===== config.mk =====
export PLATFORM = sky130hd
export DESIGN_NAME = spi_cmd_front
export DESIGN_NICKNAME = d
export VERILOG_FILES = /design/src/spi_cmd_pkg.sv /design/src/pin_sync.sv /design/src/byte_fifo.sv /design/src/spi_cmd_front.sv
export SDC_FILE = /design/constraint.sdc
export NUM_CORES = 1
export LEC_CHECK = 0
export ABC_AREA = 0
export BUFFER_PORTS_ARGS = -buffer_cell sky130_fd_sc_hd__buf_2
export CAP_MARGIN = 30
export CORE_AREA = 2 2 122 124
export CTS_BUF_LIST = sky130_fd_sc_hd__clkbuf_2 sky130_fd_sc_hd__clkbuf_4 sky130_fd_sc_hd__clkbuf_8
export CTS_CLUSTER_SIZE = 20
export DETAILED_ROUTE_END_ITERATION = 16
export DIE_AREA = 0 0 124 126
export PLACE_DENSITY = 0.84
export SYNTH_ARGS = -nofsm -noshare
export SYNTH_HDL_FRONTEND = slang
export SYNTH_SLANG_ARGS = --single-unit

===== constraint.sdc =====
create_clock -name ref_clk_i -period 6.25 [get_ports ref_clk_i]
set_input_delay 1.25 -clock ref_clk_i [delete_from_list [all_inputs] [get_ports ref_clk_i]]
set_output_delay 1.25 -clock ref_clk_i [all_outputs]
set_load 0.02 [all_outputs]

===== src/spi_cmd_pkg.sv =====
package spi_cmd_pkg;

    // ****************************************
    // Timing
    // ****************************************
    localparam int unsigned CLK_MHZ        = 200;
    localparam int unsigned WC_TIME_MS     = 5;
    localparam int unsigned WC_CYCLES      = WC_TIME_MS * 1000 * CLK_MHZ;

    // ****************************************
    // Opcode fields
    // ****************************************
    localparam int unsigned ADDR_W         = 9;
    localparam int unsigned OP_A8_BIT      = 3;
    localparam logic [3:0]  OP_HI_NIBBLE   = 4'h0;
    localparam logic [2:0]  OPL_ENABLE     = 3'h6;
    localparam logic [2:0]  OPL_DISABLE    = 3'h4;
    localparam logic [2:0]  OPL_SR_READ    = 3'h5;
    localparam logic [2:0]  OPL_SR_WRITE   = 3'h1;
    localparam logic [2:0]  OPL_ARR_READ   = 3'h3;
    localparam logic [2:0]  OPL_ARR_WRITE  = 3'h2;
    localparam int unsigned PAGE_BITS      = 3;

    // ****************************************
    // Status register layout
    // ****************************************
    localparam int unsigned SR_BUSY_BIT    = 0;
    localparam int unsigned SR_WEL_BIT     = 1;
    localparam int unsigned SR_BP_LO_BIT   = 2;
    localparam int unsigned SR_BP_HI_BIT   = 3;
    localparam logic [7:0]  SR_BUSY_VALUE  = 8'hff;
    localparam logic [1:0]  BP_RESET       = 2'h0;

    typedef enum logic [7:0] {
        ST_IDLE   = 8'h01,
        ST_OPCODE = 8'h02,
        ST_ADDR   = 8'h04,
        ST_RDATA  = 8'h08,
        ST_WDATA  = 8'h10,
        ST_SR_RD  = 8'h20,
        ST_SR_WR  = 8'h40,
        ST_IGNORE = 8'h80
    } seq_state_t;

    typedef enum logic [2:0] {
        CMD_BAD   = 3'h0,
        CMD_WEN   = 3'h1,
        CMD_WDIS  = 3'h2,
        CMD_SRRD  = 3'h3,
        CMD_SRWR  = 3'h4,
        CMD_READ  = 3'h5,
        CMD_WRITE = 3'h6
    } cmd_t;

endpackage


===== src/pin_sync.sv =====
`timescale 1ns/1ps
module pin_sync #(
    parameter int unsigned W         = 1,
    parameter logic [W-1:0] RST_VAL  = '0
) (
    // Clock and reset
    input  wire logic         ref_clk_i,
    input  wire logic         arst_n_i,
    input  wire logic         ce_i,
    // Pins
    input  wire logic [W-1:0] async_i,
    output logic      [W-1:0] sync_o
);

    logic [W-1:0] meta_ff;
    logic [W-1:0] sync_ff;

    always_ff @(posedge ref_clk_i or negedge arst_n_i) begin
        if (!arst_n_i) begin
            meta_ff <= RST_VAL;
            sync_ff <= RST_VAL;
        end else if (ce_i) begin
            meta_ff <= async_i;
            sync_ff <= meta_ff;
        end
    end

    assign sync_o = sync_ff;

endmodule


===== src/byte_fifo.sv =====
`timescale 1ns/1ps
module byte_fifo #(
    parameter int unsigned WIDTH = 8,
    parameter int unsigned DEPTH = 4
) (
    // Clock and reset
    input  wire logic             ref_clk_i,
    input  wire logic             arst_n_i,
    input  wire logic             ce_i,
    // Fill side
    input  wire logic             in_valid_i,
    output logic                  in_ready_o,
    input  wire logic [WIDTH-1:0] in_data_i,
    // Drain side
    output logic                  out_valid_o,
    input  wire logic             out_ready_i,
    output logic      [WIDTH-1:0] out_data_o
);

    localparam int unsigned PW = (DEPTH > 1) ? $clog2(DEPTH) : 1;

    logic [WIDTH-1:0] mem_ff [DEPTH];
    logic [PW-1:0]    wr_ptr_ff;
    logic [PW-1:0]    rd_ptr_ff;
    logic [PW:0]      count_ff;
    logic             push;
    logic             pop;

    assign in_ready_o  = (count_ff != (PW+1)'(DEPTH));
    assign out_valid_o = (count_ff != '0);
    assign push        = in_valid_i & in_ready_o;
    assign pop         = out_valid_o & out_ready_i;
    assign out_data_o  = mem_ff[rd_ptr_ff];

    function automatic logic [PW-1:0] ptr_inc(input logic [PW-1:0] p);
        ptr_inc = (p == PW'(DEPTH - 1)) ? '0 : PW'(p + 1'b1);
    endfunction

    always_ff @(posedge ref_clk_i or negedge arst_n_i) begin
        if (!arst_n_i) begin
            for (int i = 0; i < DEPTH; i++) begin
                mem_ff[i] <= '0;
            end
        end else if (ce_i && push) begin
            mem_ff[wr_ptr_ff] <= in_data_i;
        end
    end

    always_ff @(posedge ref_clk_i or negedge arst_n_i) begin
        if (!arst_n_i) begin
            wr_ptr_ff <= '0;
            rd_ptr_ff <= '0;
            count_ff  <= '0;
        end else if (ce_i) begin
            if (push) begin
                wr_ptr_ff <= ptr_inc(wr_ptr_ff);
            end
            if (pop) begin
                rd_ptr_ff <= ptr_inc(rd_ptr_ff);
            end
            if (push && !pop) begin
                count_ff <= count_ff + 1'b1;
            end else if (pop && !push) begin
                count_ff <= count_ff - 1'b1;
            end
        end
    end

endmodule


===== src/spi_cmd_front.sv =====
`timescale 1ns/1ps
module spi_cmd_front #(
    parameter int unsigned WC_CYCLES  = spi_cmd_pkg::WC_CYCLES,
    parameter int unsigned FIFO_DEPTH = 4
) (
    // Clock, reset, enable
    input  wire logic                           ref_clk_i,
    input  wire logic                           arst_n_i,
    input  wire logic                           ce_i,
    // Serial pins
    input  wire logic                           cs_n_i,
    input  wire logic                           sck_i,
    input  wire logic                           si_i,
    input  wire logic                           hold_n_i,
    input  wire logic                           wp_n_i,
    output logic                                so_o,
    output logic                                so_oe_o,
    // Array read port
    output logic      [spi_cmd_pkg::ADDR_W-1:0] mem_rd_addr_o,
    input  wire logic [7:0]                     mem_rd_data_i,
    // Array write stream
    output logic                                wr_valid_o,
    input  wire logic                           wr_ready_i,
    output logic      [spi_cmd_pkg::ADDR_W-1:0] wr_addr_o,
    output logic      [7:0]                     wr_data_o,
    output logic                                wr_commit_o,
    output logic                                wr_abort_o,
    output logic                                wr_overrun_o,
    // Status
    output logic                                busy_o,
    output logic                                wel_o,
    output logic      [1:0]                     block_protect_o
);

    localparam int unsigned AW    = spi_cmd_pkg::ADDR_W;
    localparam int unsigned CNT_W = $clog2(WC_CYCLES + 1);
    localparam int unsigned PB    = spi_cmd_pkg::PAGE_BITS;

    // ****************************************
    // Pin synchronisers and edges
    // ****************************************
    logic [4:0]              pins_s;
    logic                    cs_n_s;
    logic                    sck_s;
    logic                    si_s;
    logic                    hold_n_s;
    logic                    wp_n_s;
    logic                    sck_d_ff;
    logic                    cs_d_ff;
    logic                    sck_rise;
    logic                    sck_fall;
    logic                    cs_fall;
    logic                    cs_rise;

    pin_sync #(
        .W       (5),
        .RST_VAL (5'h1d)
    ) u_pin_sync (
        .ref_clk_i (ref_clk_i),
        .arst_n_i  (arst_n_i),
        .ce_i      (ce_i),
        .async_i   ({cs_n_i, hold_n_i, wp_n_i, sck_i, si_i}),
        .sync_o    (pins_s)
    );

    assign {cs_n_s, hold_n_s, wp_n_s, sck_s, si_s} = pins_s;

    always_ff @(posedge ref_clk_i or negedge arst_n_i) begin
        if (!arst_n_i) begin
            sck_d_ff <= 1'b0;
            cs_d_ff  <= 1'b1;
        end else if (ce_i) begin
            sck_d_ff <= sck_s;
            cs_d_ff  <= cs_n_s;
        end
    end

    assign sck_rise = sck_s & ~sck_d_ff;
    assign sck_fall = ~sck_s & sck_d_ff;
    assign cs_fall  = ~cs_n_s & cs_d_ff;
    assign cs_rise  = cs_n_s & ~cs_d_ff;

    // ****************************************
    // Pause
    // ****************************************
    logic                    paused_ff;
    logic                    rx_edge;
    logic                    tx_edge;

    always_ff @(posedge ref_clk_i or negedge arst_n_i) begin
        if (!arst_n_i) begin
            paused_ff <= 1'b0;
        end else if (ce_i) begin
            if (cs_n_s) begin
                paused_ff <= 1'b0;
            end else if (!sck_s) begin
                paused_ff <= ~hold_n_s;
            end
        end
    end

    assign rx_edge = sck_rise & ~cs_n_s & ~paused_ff;
    assign tx_edge = sck_fall & ~cs_n_s & ~paused_ff;

    // ****************************************
    // Receive shifter and decode
    // ****************************************
    spi_cmd_pkg::seq_state_t state_ff;
    spi_cmd_pkg::seq_state_t nxt_state;
    spi_cmd_pkg::cmd_t       op_cmd;
    logic [2:0]              bit_cnt_ff;
    logic [7:0]              rx_sh_ff;
    logic [7:0]              rx_byte;
    logic                    byte_done;
    logic                    is_rd_ff;
    logic [AW-1:0]           addr_ff;
    logic                    wel_ff;
    logic                    busy_ff;
    logic [CNT_W-1:0]        busy_cnt_ff;
    logic                    busy_end;
    logic [1:0]              bp_ff;
    logic [1:0]              bp_pend_ff;
    logic                    sr_pend_ff;
    logic                    wr_pend_ff;
    logic                    wp_drop_ff;
    logic                    go;
    logic                    push;
    logic                    push_ready;

    assign rx_byte   = {rx_sh_ff[6:0], si_s};
    assign byte_done = rx_edge & (bit_cnt_ff == 3'h7);

    function automatic spi_cmd_pkg::cmd_t decode_op(input logic [7:0] op, input logic busy);
        spi_cmd_pkg::cmd_t c;
        c = spi_cmd_pkg::CMD_BAD;
        if (op[7:4] == spi_cmd_pkg::OP_HI_NIBBLE) begin
            unique case (op[2:0])
                spi_cmd_pkg::OPL_ENABLE:    c = spi_cmd_pkg::CMD_WEN;
                spi_cmd_pkg::OPL_DISABLE:   c = spi_cmd_pkg::CMD_WDIS;
                spi_cmd_pkg::OPL_SR_READ:   c = spi_cmd_pkg::CMD_SRRD;
                spi_cmd_pkg::OPL_SR_WRITE:  c = spi_cmd_pkg::CMD_SRWR;
                spi_cmd_pkg::OPL_ARR_READ:  c = spi_cmd_pkg::CMD_READ;
                spi_cmd_pkg::OPL_ARR_WRITE: c = spi_cmd_pkg::CMD_WRITE;
                default:                    c = spi_cmd_pkg::CMD_BAD;
            endcase
        end
        if (busy && c != spi_cmd_pkg::CMD_SRRD) begin
            c = spi_cmd_pkg::CMD_BAD;
        end
        decode_op = c;
    endfunction

    assign op_cmd = decode_op(rx_byte, busy_ff);

    always_comb begin
        nxt_state = state_ff;
        if (cs_n_s) begin
            nxt_state = spi_cmd_pkg::ST_IDLE;
        end else if (cs_fall) begin
            nxt_state = spi_cmd_pkg::ST_OPCODE;
        end else if (byte_done) begin
            unique case (state_ff)
                spi_cmd_pkg::ST_OPCODE: begin
                    unique case (op_cmd)
                        spi_cmd_pkg::CMD_SRRD:  nxt_state = spi_cmd_pkg::ST_SR_RD;
                        spi_cmd_pkg::CMD_READ:  nxt_state = spi_cmd_pkg::ST_ADDR;
                        spi_cmd_pkg::CMD_SRWR: begin
                            nxt_state = (wel_ff & wp_n_s) ? spi_cmd_pkg::ST_SR_WR
                                                          : spi_cmd_pkg::ST_IGNORE;
                        end
                        spi_cmd_pkg::CMD_WRITE: begin
                            nxt_state = (wel_ff & wp_n_s) ? spi_cmd_pkg::ST_ADDR
                                                          : spi_cmd_pkg::ST_IGNORE;
                        end
                        default:                nxt_state = spi_cmd_pkg::ST_IGNORE;
                    endcase
                end
                spi_cmd_pkg::ST_ADDR: begin
                    nxt_state = is_rd_ff ? spi_cmd_pkg::ST_RDATA : spi_cmd_pkg::ST_WDATA;
                end
                spi_cmd_pkg::ST_SR_WR:  nxt_state = spi_cmd_pkg::ST_IGNORE;
                default:                nxt_state = state_ff;
            endcase
        end
    end

    always_ff @(posedge ref_clk_i or negedge arst_n_i) begin
        if (!arst_n_i) begin
            state_ff   <= spi_cmd_pkg::ST_IDLE;
            bit_cnt_ff <= 3'h0;
            rx_sh_ff   <= 8'h00;
        end else if (ce_i) begin
            state_ff <= nxt_state;
            if (cs_fall) begin
                bit_cnt_ff <= 3'h0;
            end else if (rx_edge && state_ff != spi_cmd_pkg::ST_IGNORE) begin
                bit_cnt_ff <= bit_cnt_ff + 3'h1;
                rx_sh_ff   <= rx_byte;
            end
        end
    end

    // ****************************************
    // Address pointer
    // ****************************************
    always_ff @(posedge ref_clk_i or negedge arst_n_i) begin
        if (!arst_n_i) begin
            is_rd_ff <= 1'b0;
            addr_ff  <= '0;
        end else if (ce_i && byte_done) begin
            unique case (state_ff)
                spi_cmd_pkg::ST_OPCODE: begin
                    is_rd_ff    <= (op_cmd == spi_cmd_pkg::CMD_READ);
                    addr_ff[AW-1] <= rx_byte[spi_cmd_pkg::OP_A8_BIT];
                end
                spi_cmd_pkg::ST_ADDR:  addr_ff[7:0] <= rx_byte;
                spi_cmd_pkg::ST_RDATA: addr_ff <= addr_ff + 1'b1;
                spi_cmd_pkg::ST_WDATA: addr_ff[PB-1:0] <= addr_ff[PB-1:0] + 1'b1;
                default:               addr_ff <= addr_ff;
            endcase
        end
    end

    assign mem_rd_addr_o = addr_ff;

    // ****************************************
    // Write-enable latch and protect bits
    // ****************************************
    always_ff @(posedge ref_clk_i or negedge arst_n_i) begin
        if (!arst_n_i) begin
            wel_ff <= 1'b0;
        end else if (ce_i) begin
            if (busy_end) begin
                wel_ff <= 1'b0;
            end else if (byte_done && state_ff == spi_cmd_pkg::ST_OPCODE) begin
                if (op_cmd == spi_cmd_pkg::CMD_WEN) begin
                    wel_ff <= 1'b1;
                end else if (op_cmd == spi_cmd_pkg::CMD_WDIS) begin
                    wel_ff <= 1'b0;
                end
            end
        end
    end

    always_ff @(posedge ref_clk_i or negedge arst_n_i) begin
        if (!arst_n_i) begin
            bp_ff      <= spi_cmd_pkg::BP_RESET;
            bp_pend_ff <= spi_cmd_pkg::BP_RESET;
            sr_pend_ff <= 1'b0;
        end else if (ce_i) begin
            if (cs_fall) begin
                sr_pend_ff <= 1'b0;
            end else if (byte_done && state_ff == spi_cmd_pkg::ST_SR_WR) begin
                bp_pend_ff <= rx_byte[spi_cmd_pkg::SR_BP_HI_BIT:spi_cmd_pkg::SR_BP_LO_BIT];
                sr_pend_ff <= 1'b1;
            end
            if (cs_rise && go && sr_pend_ff) begin
                bp_ff <= bp_pend_ff;
            end
        end
    end

    // ****************************************
    // Write commit, abort and busy interval
    // ****************************************
    assign go = cs_rise & (wr_pend_ff | sr_pend_ff) & wel_ff & wp_n_s & ~wp_drop_ff;

    always_ff @(posedge ref_clk_i or negedge arst_n_i) begin
        if (!arst_n_i) begin
            wr_pend_ff  <= 1'b0;
            wp_drop_ff  <= 1'b0;
            wr_commit_o <= 1'b0;
            wr_abort_o  <= 1'b0;
        end else if (ce_i) begin
            wr_commit_o <= go;
            wr_abort_o  <= cs_rise & (wr_pend_ff | sr_pend_ff) & ~go;
            if (cs_fall) begin
                wr_pend_ff <= 1'b0;
                wp_drop_ff <= 1'b0;
            end else begin
                if (byte_done && state_ff == spi_cmd_pkg::ST_WDATA) begin
                    wr_pend_ff <= 1'b1;
                end
                if (!cs_n_s && !wp_n_s) begin
                    wp_drop_ff <= 1'b1;
                end
            end
        end
    end

    assign busy_end = busy_ff & (busy_cnt_ff == '0);

    always_ff @(posedge ref_clk_i or negedge arst_n_i) begin
        if (!arst_n_i) begin
            busy_ff     <= 1'b0;
            busy_cnt_ff <= '0;
        end else if (ce_i) begin
            if (go) begin
                busy_ff     <= 1'b1;
                busy_cnt_ff <= CNT_W'(WC_CYCLES - 1);
            end else if (busy_end) begin
                busy_ff <= 1'b0;
            end else if (busy_ff) begin
                busy_cnt_ff <= busy_cnt_ff - 1'b1;
            end
        end
    end

    // ****************************************
    // Transmit shifter
    // ****************************************
    logic [7:0] status;
    logic [7:0] so_sh_ff;
    logic       so_oe_ff;
    logic       tx_state;

    always_comb begin
        status = 8'h00;
        status[spi_cmd_pkg::SR_BUSY_BIT] = busy_ff;
        status[spi_cmd_pkg::SR_WEL_BIT]  = wel_ff;
        status[spi_cmd_pkg::SR_BP_HI_BIT:spi_cmd_pkg::SR_BP_LO_BIT] = bp_ff;
        if (busy_ff) begin
            status = spi_cmd_pkg::SR_BUSY_VALUE;
        end
    end

    assign tx_state = (state_ff == spi_cmd_pkg::ST_RDATA) | (state_ff == spi_cmd_pkg::ST_SR_RD);

    always_ff @(posedge ref_clk_i or negedge arst_n_i) begin
        if (!arst_n_i) begin
            so_sh_ff <= 8'h00;
            so_oe_ff <= 1'b0;
        end else if (ce_i) begin
            if (cs_n_s || !tx_state) begin
                so_oe_ff <= 1'b0;
            end else if (tx_edge) begin
                if (bit_cnt_ff == 3'h0) begin
                    so_sh_ff <= (state_ff == spi_cmd_pkg::ST_RDATA) ? mem_rd_data_i : status;
                    so_oe_ff <= 1'b1;
                end else begin
                    so_sh_ff <= {so_sh_ff[6:0], 1'b0};
                end
            end
        end
    end

    assign so_o    = so_sh_ff[7];
    assign so_oe_o = so_oe_ff & ~paused_ff;

    // ****************************************
    // Write stream buffer
    // ****************************************
    logic overrun_ff;

    assign push = byte_done & (state_ff == spi_cmd_pkg::ST_WDATA);

    byte_fifo #(
        .WIDTH (AW + 8),
        .DEPTH (FIFO_DEPTH)
    ) u_wr_fifo (
        .ref_clk_i   (ref_clk_i),
        .arst_n_i    (arst_n_i),
        .ce_i        (ce_i),
        .in_valid_i  (push),
        .in_ready_o  (push_ready),
        .in_data_i   ({addr_ff, rx_byte}),
        .out_valid_o (wr_valid_o),
        .out_ready_i (wr_ready_i),
        .out_data_o  ({wr_addr_o, wr_data_o})
    );

    always_ff @(posedge ref_clk_i or negedge arst_n_i) begin
        if (!arst_n_i) begin
            overrun_ff <= 1'b0;
        end else if (ce_i) begin
            if (push && !push_ready) begin
                overrun_ff <= 1'b1;
            end else if (cs_fall) begin
                overrun_ff <= 1'b0;
            end
        end
    end

    assign wr_overrun_o    = overrun_ff;
    assign busy_o          = busy_ff;
    assign wel_o           = wel_ff;
    assign block_protect_o = bp_ff;

endmodule


* Yosys cells after proc, flatten, opt, wreduce, memory -nomap -nowiden
Cells that the tools add are included.
** Cells by class
- Reduce and logical (&&, ||, !) cells :: 64
- $lt $le $gt $ge :: 3
- Shift operators :: 0
- Bitwise logic cells :: 34
- Equality and inequality tests :: 26
- $add $sub $neg :: 8
- Mux-type cells :: 51
- Divide/modulo/power cells :: 0
- Multipliers :: 0
** Operator list (count)
- $bwmux W68 :: 1
- $mux W8 :: 8
- $mux W20 :: 3
- $mux W17 :: 3
- $bmux W17 S2 :: 1
- $demux W17 S2 :: 1
- $pmux W8 S4 :: 1
- $reduce_and A2 Y1 :: 15
- $reduce_bool A2 Y1 :: 13
- $pmux W8 S3 :: 1
- $eq A3 B3 Y1 const B :: 7
- $reduce_and A3 Y1 :: 7
- $and A1 B1 Y1 :: 20
- $logic_not A20 Y1 :: 1
- $sub A20 B1 Y20 const B :: 1
- $mux W1 :: 19
- $mux W3 :: 6
- $pmux W3 S6 :: 1
- $logic_and A1 B1 Y1 :: 14
- $eq A3 B2 Y1 const B :: 4
- $reduce_bool A3 Y1 :: 4
- $not A1 Y1 :: 10
- $pmux W5 S2 :: 1
- $add A3 B1 Y3 const B :: 3
- 28 further kinds :: 41
** Word-level totals
- Memories kept :: 0
- Register bits :: 157
- Memory bits (writable) :: 0
- Word-level logic and storage cells :: 218
- Memory bits (read-only) :: 0
- Output and inout port bits :: 36
- Bits in latches :: 0
- Input bits :: 17

* Depth between registers and ports, before layout
- Depth after elaboration :: 12
- Depth in mapped cells :: 10
- Gate-level depth less buffers :: 10

* By module
From an unflattened synthesis, not the netlist that was laid out.
** Second synthesis, totals
- Cell total of the unflattened synthesis :: 642
- Area total of the unflattened synthesis :: 7810.0 µm²
** By module, submodules not included
- spi_cmd_front :: area each 3980.1 µm², instances 1, seq. area each 1804.2 µm², cells an instance 419
- byte_fifo :: area each 3408.3 µm², instances 1, seq. area each 1876.8 µm², cells an instance 202
- pin_sync :: area each 421.7 µm², instances 1, seq. area each 260.2 µm², cells an instance 21

* Worst setup path after synthesis
Ideal clock, no wire load.
- Kind :: reg2out
- From :: reg u_wr_fifo.rd_ptr_ff[0]
- To :: out wr_addr_o[0] in the netlist's numbering
- Required time :: 5.000 ns
- Path buffers :: 2
- Stages on the path, launching flop included :: 4
- Arrival :: 1.996 ns
- Path slack :: 3.004 ns
- Cells stage by stage :: dfrtp_1 > clkbuf_1 > clkbuf_1 > mux4_2
** Between the ends
- Word-level cells in the longest chain between the ends :: 4
** Ends and longest elaborated chain
- start, declared :: line byte_fifo.sv:24 : logic [PW-1:0] rd_ptr_ff;
- start signal, assigned :: line byte_fifo.sv:59 : rd_ptr_ff <= ptr_inc(rd_ptr_ff);
- $not A2 Y3 (implied by the code) :: line byte_fifo.sv:33 : assign out_data_o = mem_ff[rd_ptr_ff];
- $bmux W17 S2 :: line byte_fifo.sv:33
- $mux W17 (implied by the code) (2 in series) :: line byte_fifo.sv:33
- end, declared :: line spi_cmd_front.sv:24 : output logic [spi_cmd_pkg::ADDR_W-1:0] wr_addr_o,
Every way passes these cells. The select of a mux whose other input is x is not followed.

* Worst setup path in the final report
- From :: reg u_wr_fifo.rd_ptr_ff[0]
- To :: out wr_data_o[3]
** Between the ends
- Word-level cells in the longest chain between the ends :: 4
** Ends and longest elaborated chain
- $not A2 Y3 (implied by the code) :: line byte_fifo.sv:33
- $bmux W17 S2 :: line byte_fifo.sv:33
- $mux W17 (implied by the code) (2 in series) :: line byte_fifo.sv:33
- end, declared :: line spi_cmd_front.sv:25 : output logic [7:0] wr_data_o,
Every way passes these cells. The select of a mux whose other input is x is not followed.

==> impl_metrics.py <==
metrics = {
    "run_status": {
        "status": "completed",
    },
    "critical_path": {
        "worstPathArrival_ps": 2020,
        "rr_endpoint": "busy_cnt_ff[13]$_DFFE_PN0P_",
        "crit_start": "u_wr_fifo.rd_ptr_ff[0]$_DFFE_PN0P_",
        "cp-start-kind": "flip-flop",
        "worst-path-max-fanout": 14,
        "reg2reg_slack_ps": 3530,
        "worst_setup_path_end_kind": "output pin",
        "critPathKind": "flip-flop to output pin",
        "reg2reg_from": "busy_cnt_ff[14]$_DFFE_PN0P_",
        "required_ps": 5000,
        "endpoint": "wr_data_o[3]",
        "r2r.worst_path.cells": 5,
    },
    "timing": {
        "worst_hold_slack_ps": 492,
        "setup_viol_count_final": 0,
        "hold_violations": 0,
        "fin_skew_ps": 12.7,
        "max-slew-margin-rel_pct": 31.8,
        "rsz0062_at_grt": "false",
        "tns_ps": 0,
        "fmax_mhz": 306,
        "finalMaxSlewViolations": 0,
        "min_period_ps": 3270,
        "post-route-period-util_pct": 52.4,
        "tightest_slew_ps": 1010,
    },
    "cells_and_area": {
        "antenna_cells": 0,
        "final_common_cell": "dfrtp_1",
        "drive_gt1_share_pct": 30.3,
        "final_cell_mix": "dfrtp_1, mux2_2, buf_2",
        "syn_to_final_growth_pct": 10.5,
        "fin_util_pct": 59.2,
        "final_area_um2": 8470,
        "fin_nets": 715,
    },
    "floorplanning": {
        "num_rows": 44,
        "die_h_um": 126,
        "num_io_pins": 53,
        "initial_utilization_pct": 53.6,
        "dieWidth_um": 124,
        "core_area_um2": 14300,
        "die-area_um2": 15600,
    },
    "logic_synthesis": {
        "yosysWarningCount": 0,
        "async_flop_share_pct": 100,
        "synth_edf_count": 0,
        "yosysSeqAreaShare_pct": 51.4,
        "syn_nets": 678,
        "synth.avg_cell_area_um2": 11.8,
        "synth_ff_type": "dfrtp_1",
        "synth_cell_types": 64,
        "netlist_area_um2": 7670,
        "ys_ff_latch": 157,
        "syn_inst": 649,
    },
    "cts": {
        "worst_setup_hold_path_clk_slew_ps": 90,
        "cts-buffers-inserted": 17,
        "cts_root_buffer": "clkbuf_8",
        "cts_hold_buf": 0,
        "h-tree-depth": 4,
        "post_cts_buffers": 0,
        "cts_max_path_buffers": 2,
        "cts.sinks": 157,
        "cts_tree": "yes",
        "ctsResizeCount": 0,
        "clock_latency_ps": 480,
    },
    "placement": {
        "dp_hpwl_um": 11400,
        "placed_area_um2": 8040,
        "port-buffer-count": 52,
        "routabilityCongestion": 0.873,
    },
    "detailed_routing": {
        "vias_per_cell": 6.17,
        "dr.first_iter.drc_count": 523,
        "drt_pass1_iterations": 7,
        "vias": 5452,
        "wl_per_cell_um": 19.1,
        "postRouteAntennaNets": 0,
        "routed_wirelength_um": 16900,
        "drcViolationCount": 0,
    },
    "grt": {
        "grt_pass1_wl_um": 28300,
        "grt_usage_pct": 23.4,
        "grt_max_degree": 100,
        "grt_pass1_vias": 5597,
        "grt_overflow": 0,
        "antenna_found_initial": 0,
    },
    "run": {
        "maxCapViolations": 0,
    },
    "min_path": {
        "min_path_type": "flip-flop to flip-flop",
        "holdCritStartpoint": "u_wr_fifo.mem_ff[27]$_DFFE_PN0P_",
    },
    "pwr": {
        "peakVddDrop_v": 0.000151,
        "power.density_nw_per_um2": 253,
        "p_leak_nw": 4.15,
    },
}
-- where the power goes --
| part | leakage, nW | switching, mW | total, mW | internal, mW |
|---|---|---|---|---|
| clock network | 0.199 | 0.406 | 0.778 | 0.373 |
| registers | 2.13 | 0.0870 | 1.15 | 1.06 |
| logic | 1.82 | 0.132 | 0.220 | 0.0886 |
-- cell type report --
cell class              instances  area, um2
inverters                      16       60.1
flip-flops and latches        157       3940
fillers                      1118       5840
multi-input cells             438       3500
well taps                     184        230
clock inverters                14        156
clock buffers                  18        248
repair buffers                 56        337
-- through the flow --
step | cells | total power, mW | setup slack, ps
finish | 883 | 2.15 | 2980
global route | 883 | 2.24 | 2870
global placement | 849 | 1.36 | 2800
detailed placement | 850 | 1.38 | 2720
floorplan | 649 | 1.29 | 3000
CTS | 882 | 2.16 | 2930
-- Yosys cell counts, drive strengths merged (3+ instances only) --
master  instances  share of area [%]
mux2i           4               0.52
a31oi           5               0.41
nor3           17                1.3
a21oi          29                1.9
nor2           25                1.2
nand3          21                1.4
xor2            8               0.91
buf            11               0.85
o211ai          8               0.78
and2            3               0.24
inv            16               0.78
mux4           17                5.0
o21ai          32                2.1
or2             4               0.33
nand2b          4               0.33
a211oi          3               0.29
o22ai           6               0.49
o31ai           6               0.65
nand4           6               0.49
and4            4               0.46
xnor2           6               0.69
a21o            3               0.29
nand4b          4               0.46
nand3b          4               0.39
ha             11                1.8
dfrtp         147                 48
or3            11               0.90
nor4            7               0.65
nor2b           7               0.57
nand2          50                2.8
mux2           95                 14
dfstp          10                3.4
o21a            3               0.29
or4            11                1.2
nor4b           4               0.46
clkbuf         27                1.3
-- registers in the layout, summed over array words and instances (netlist names), 3 cells and up --
name	cells
u_wr_fifo.mem_ff	68
busy_cnt_ff	20
mem_rd_addr_o	9
so_sh_ff	8
state_ff	8
rx_sh_ff	7
u_pin_sync.meta_ff	5
u_pin_sync.sync_o	5
bit_cnt_ff	3
u_wr_fifo.count_ff	3
-- worst min-delay path by stage --
| stage | cells past startpoint | slack, ps | endpoint |
|---|---|---|---|
| 3_3_place_gp | 2 | 460 | so_sh_ff[7]$_DFFE_PN0P_ |
| 3_5_place_dp | 1 | 480 | u_wr_fifo.mem_ff[27]$_DFFE_PN0P_ |
| 5_1_grt | 1 | 510 | u_wr_fifo.mem_ff[27]$_DFFE_PN0P_ |
| 6_report | 1 | 490 | u_wr_fifo.mem_ff[27]$_DFFE_PN0P_ |
| 4_1_cts | 1 | 500 | u_wr_fifo.mem_ff[27]$_DFFE_PN0P_ |
| 2_1_floorplan | 2 | 440 | so_sh_ff[4]$_DFFE_PN0P_ |
-- critical path: stages (launching register included) --
cell and delay [ps]:
dfrtp_1 610, buf_16 230, mux4_2 530, buf_2 180
-- per-layer routing --
metal / share of wire (%) / vias to the layer above / wire [um] / track usage [%]
li1: - / 2451 / - / -
met1: 43 / 2763 / 7260 / 32.8
met2: 48 / 203 / 8150 / 36.0
met3: 6.6 / 35 / 1110 / 5.62
met4: 2.0 / 0 / 340 / 8.26
met5: 0 / - / 0 / 0
-- cell families after synthesis --
kind of cell	Yosys count	synth area share, %
muxes	116	19.5
AOI/OAI and AO/OA	107	8.61
DFF	157	51.4
xor gates and xnor gates	14	1.60
adders and majority gates	12	2.06
and+or+nand+nor	189	13.9
buffers and inverters	54	2.95
Power figures use the tool's default switching activity.
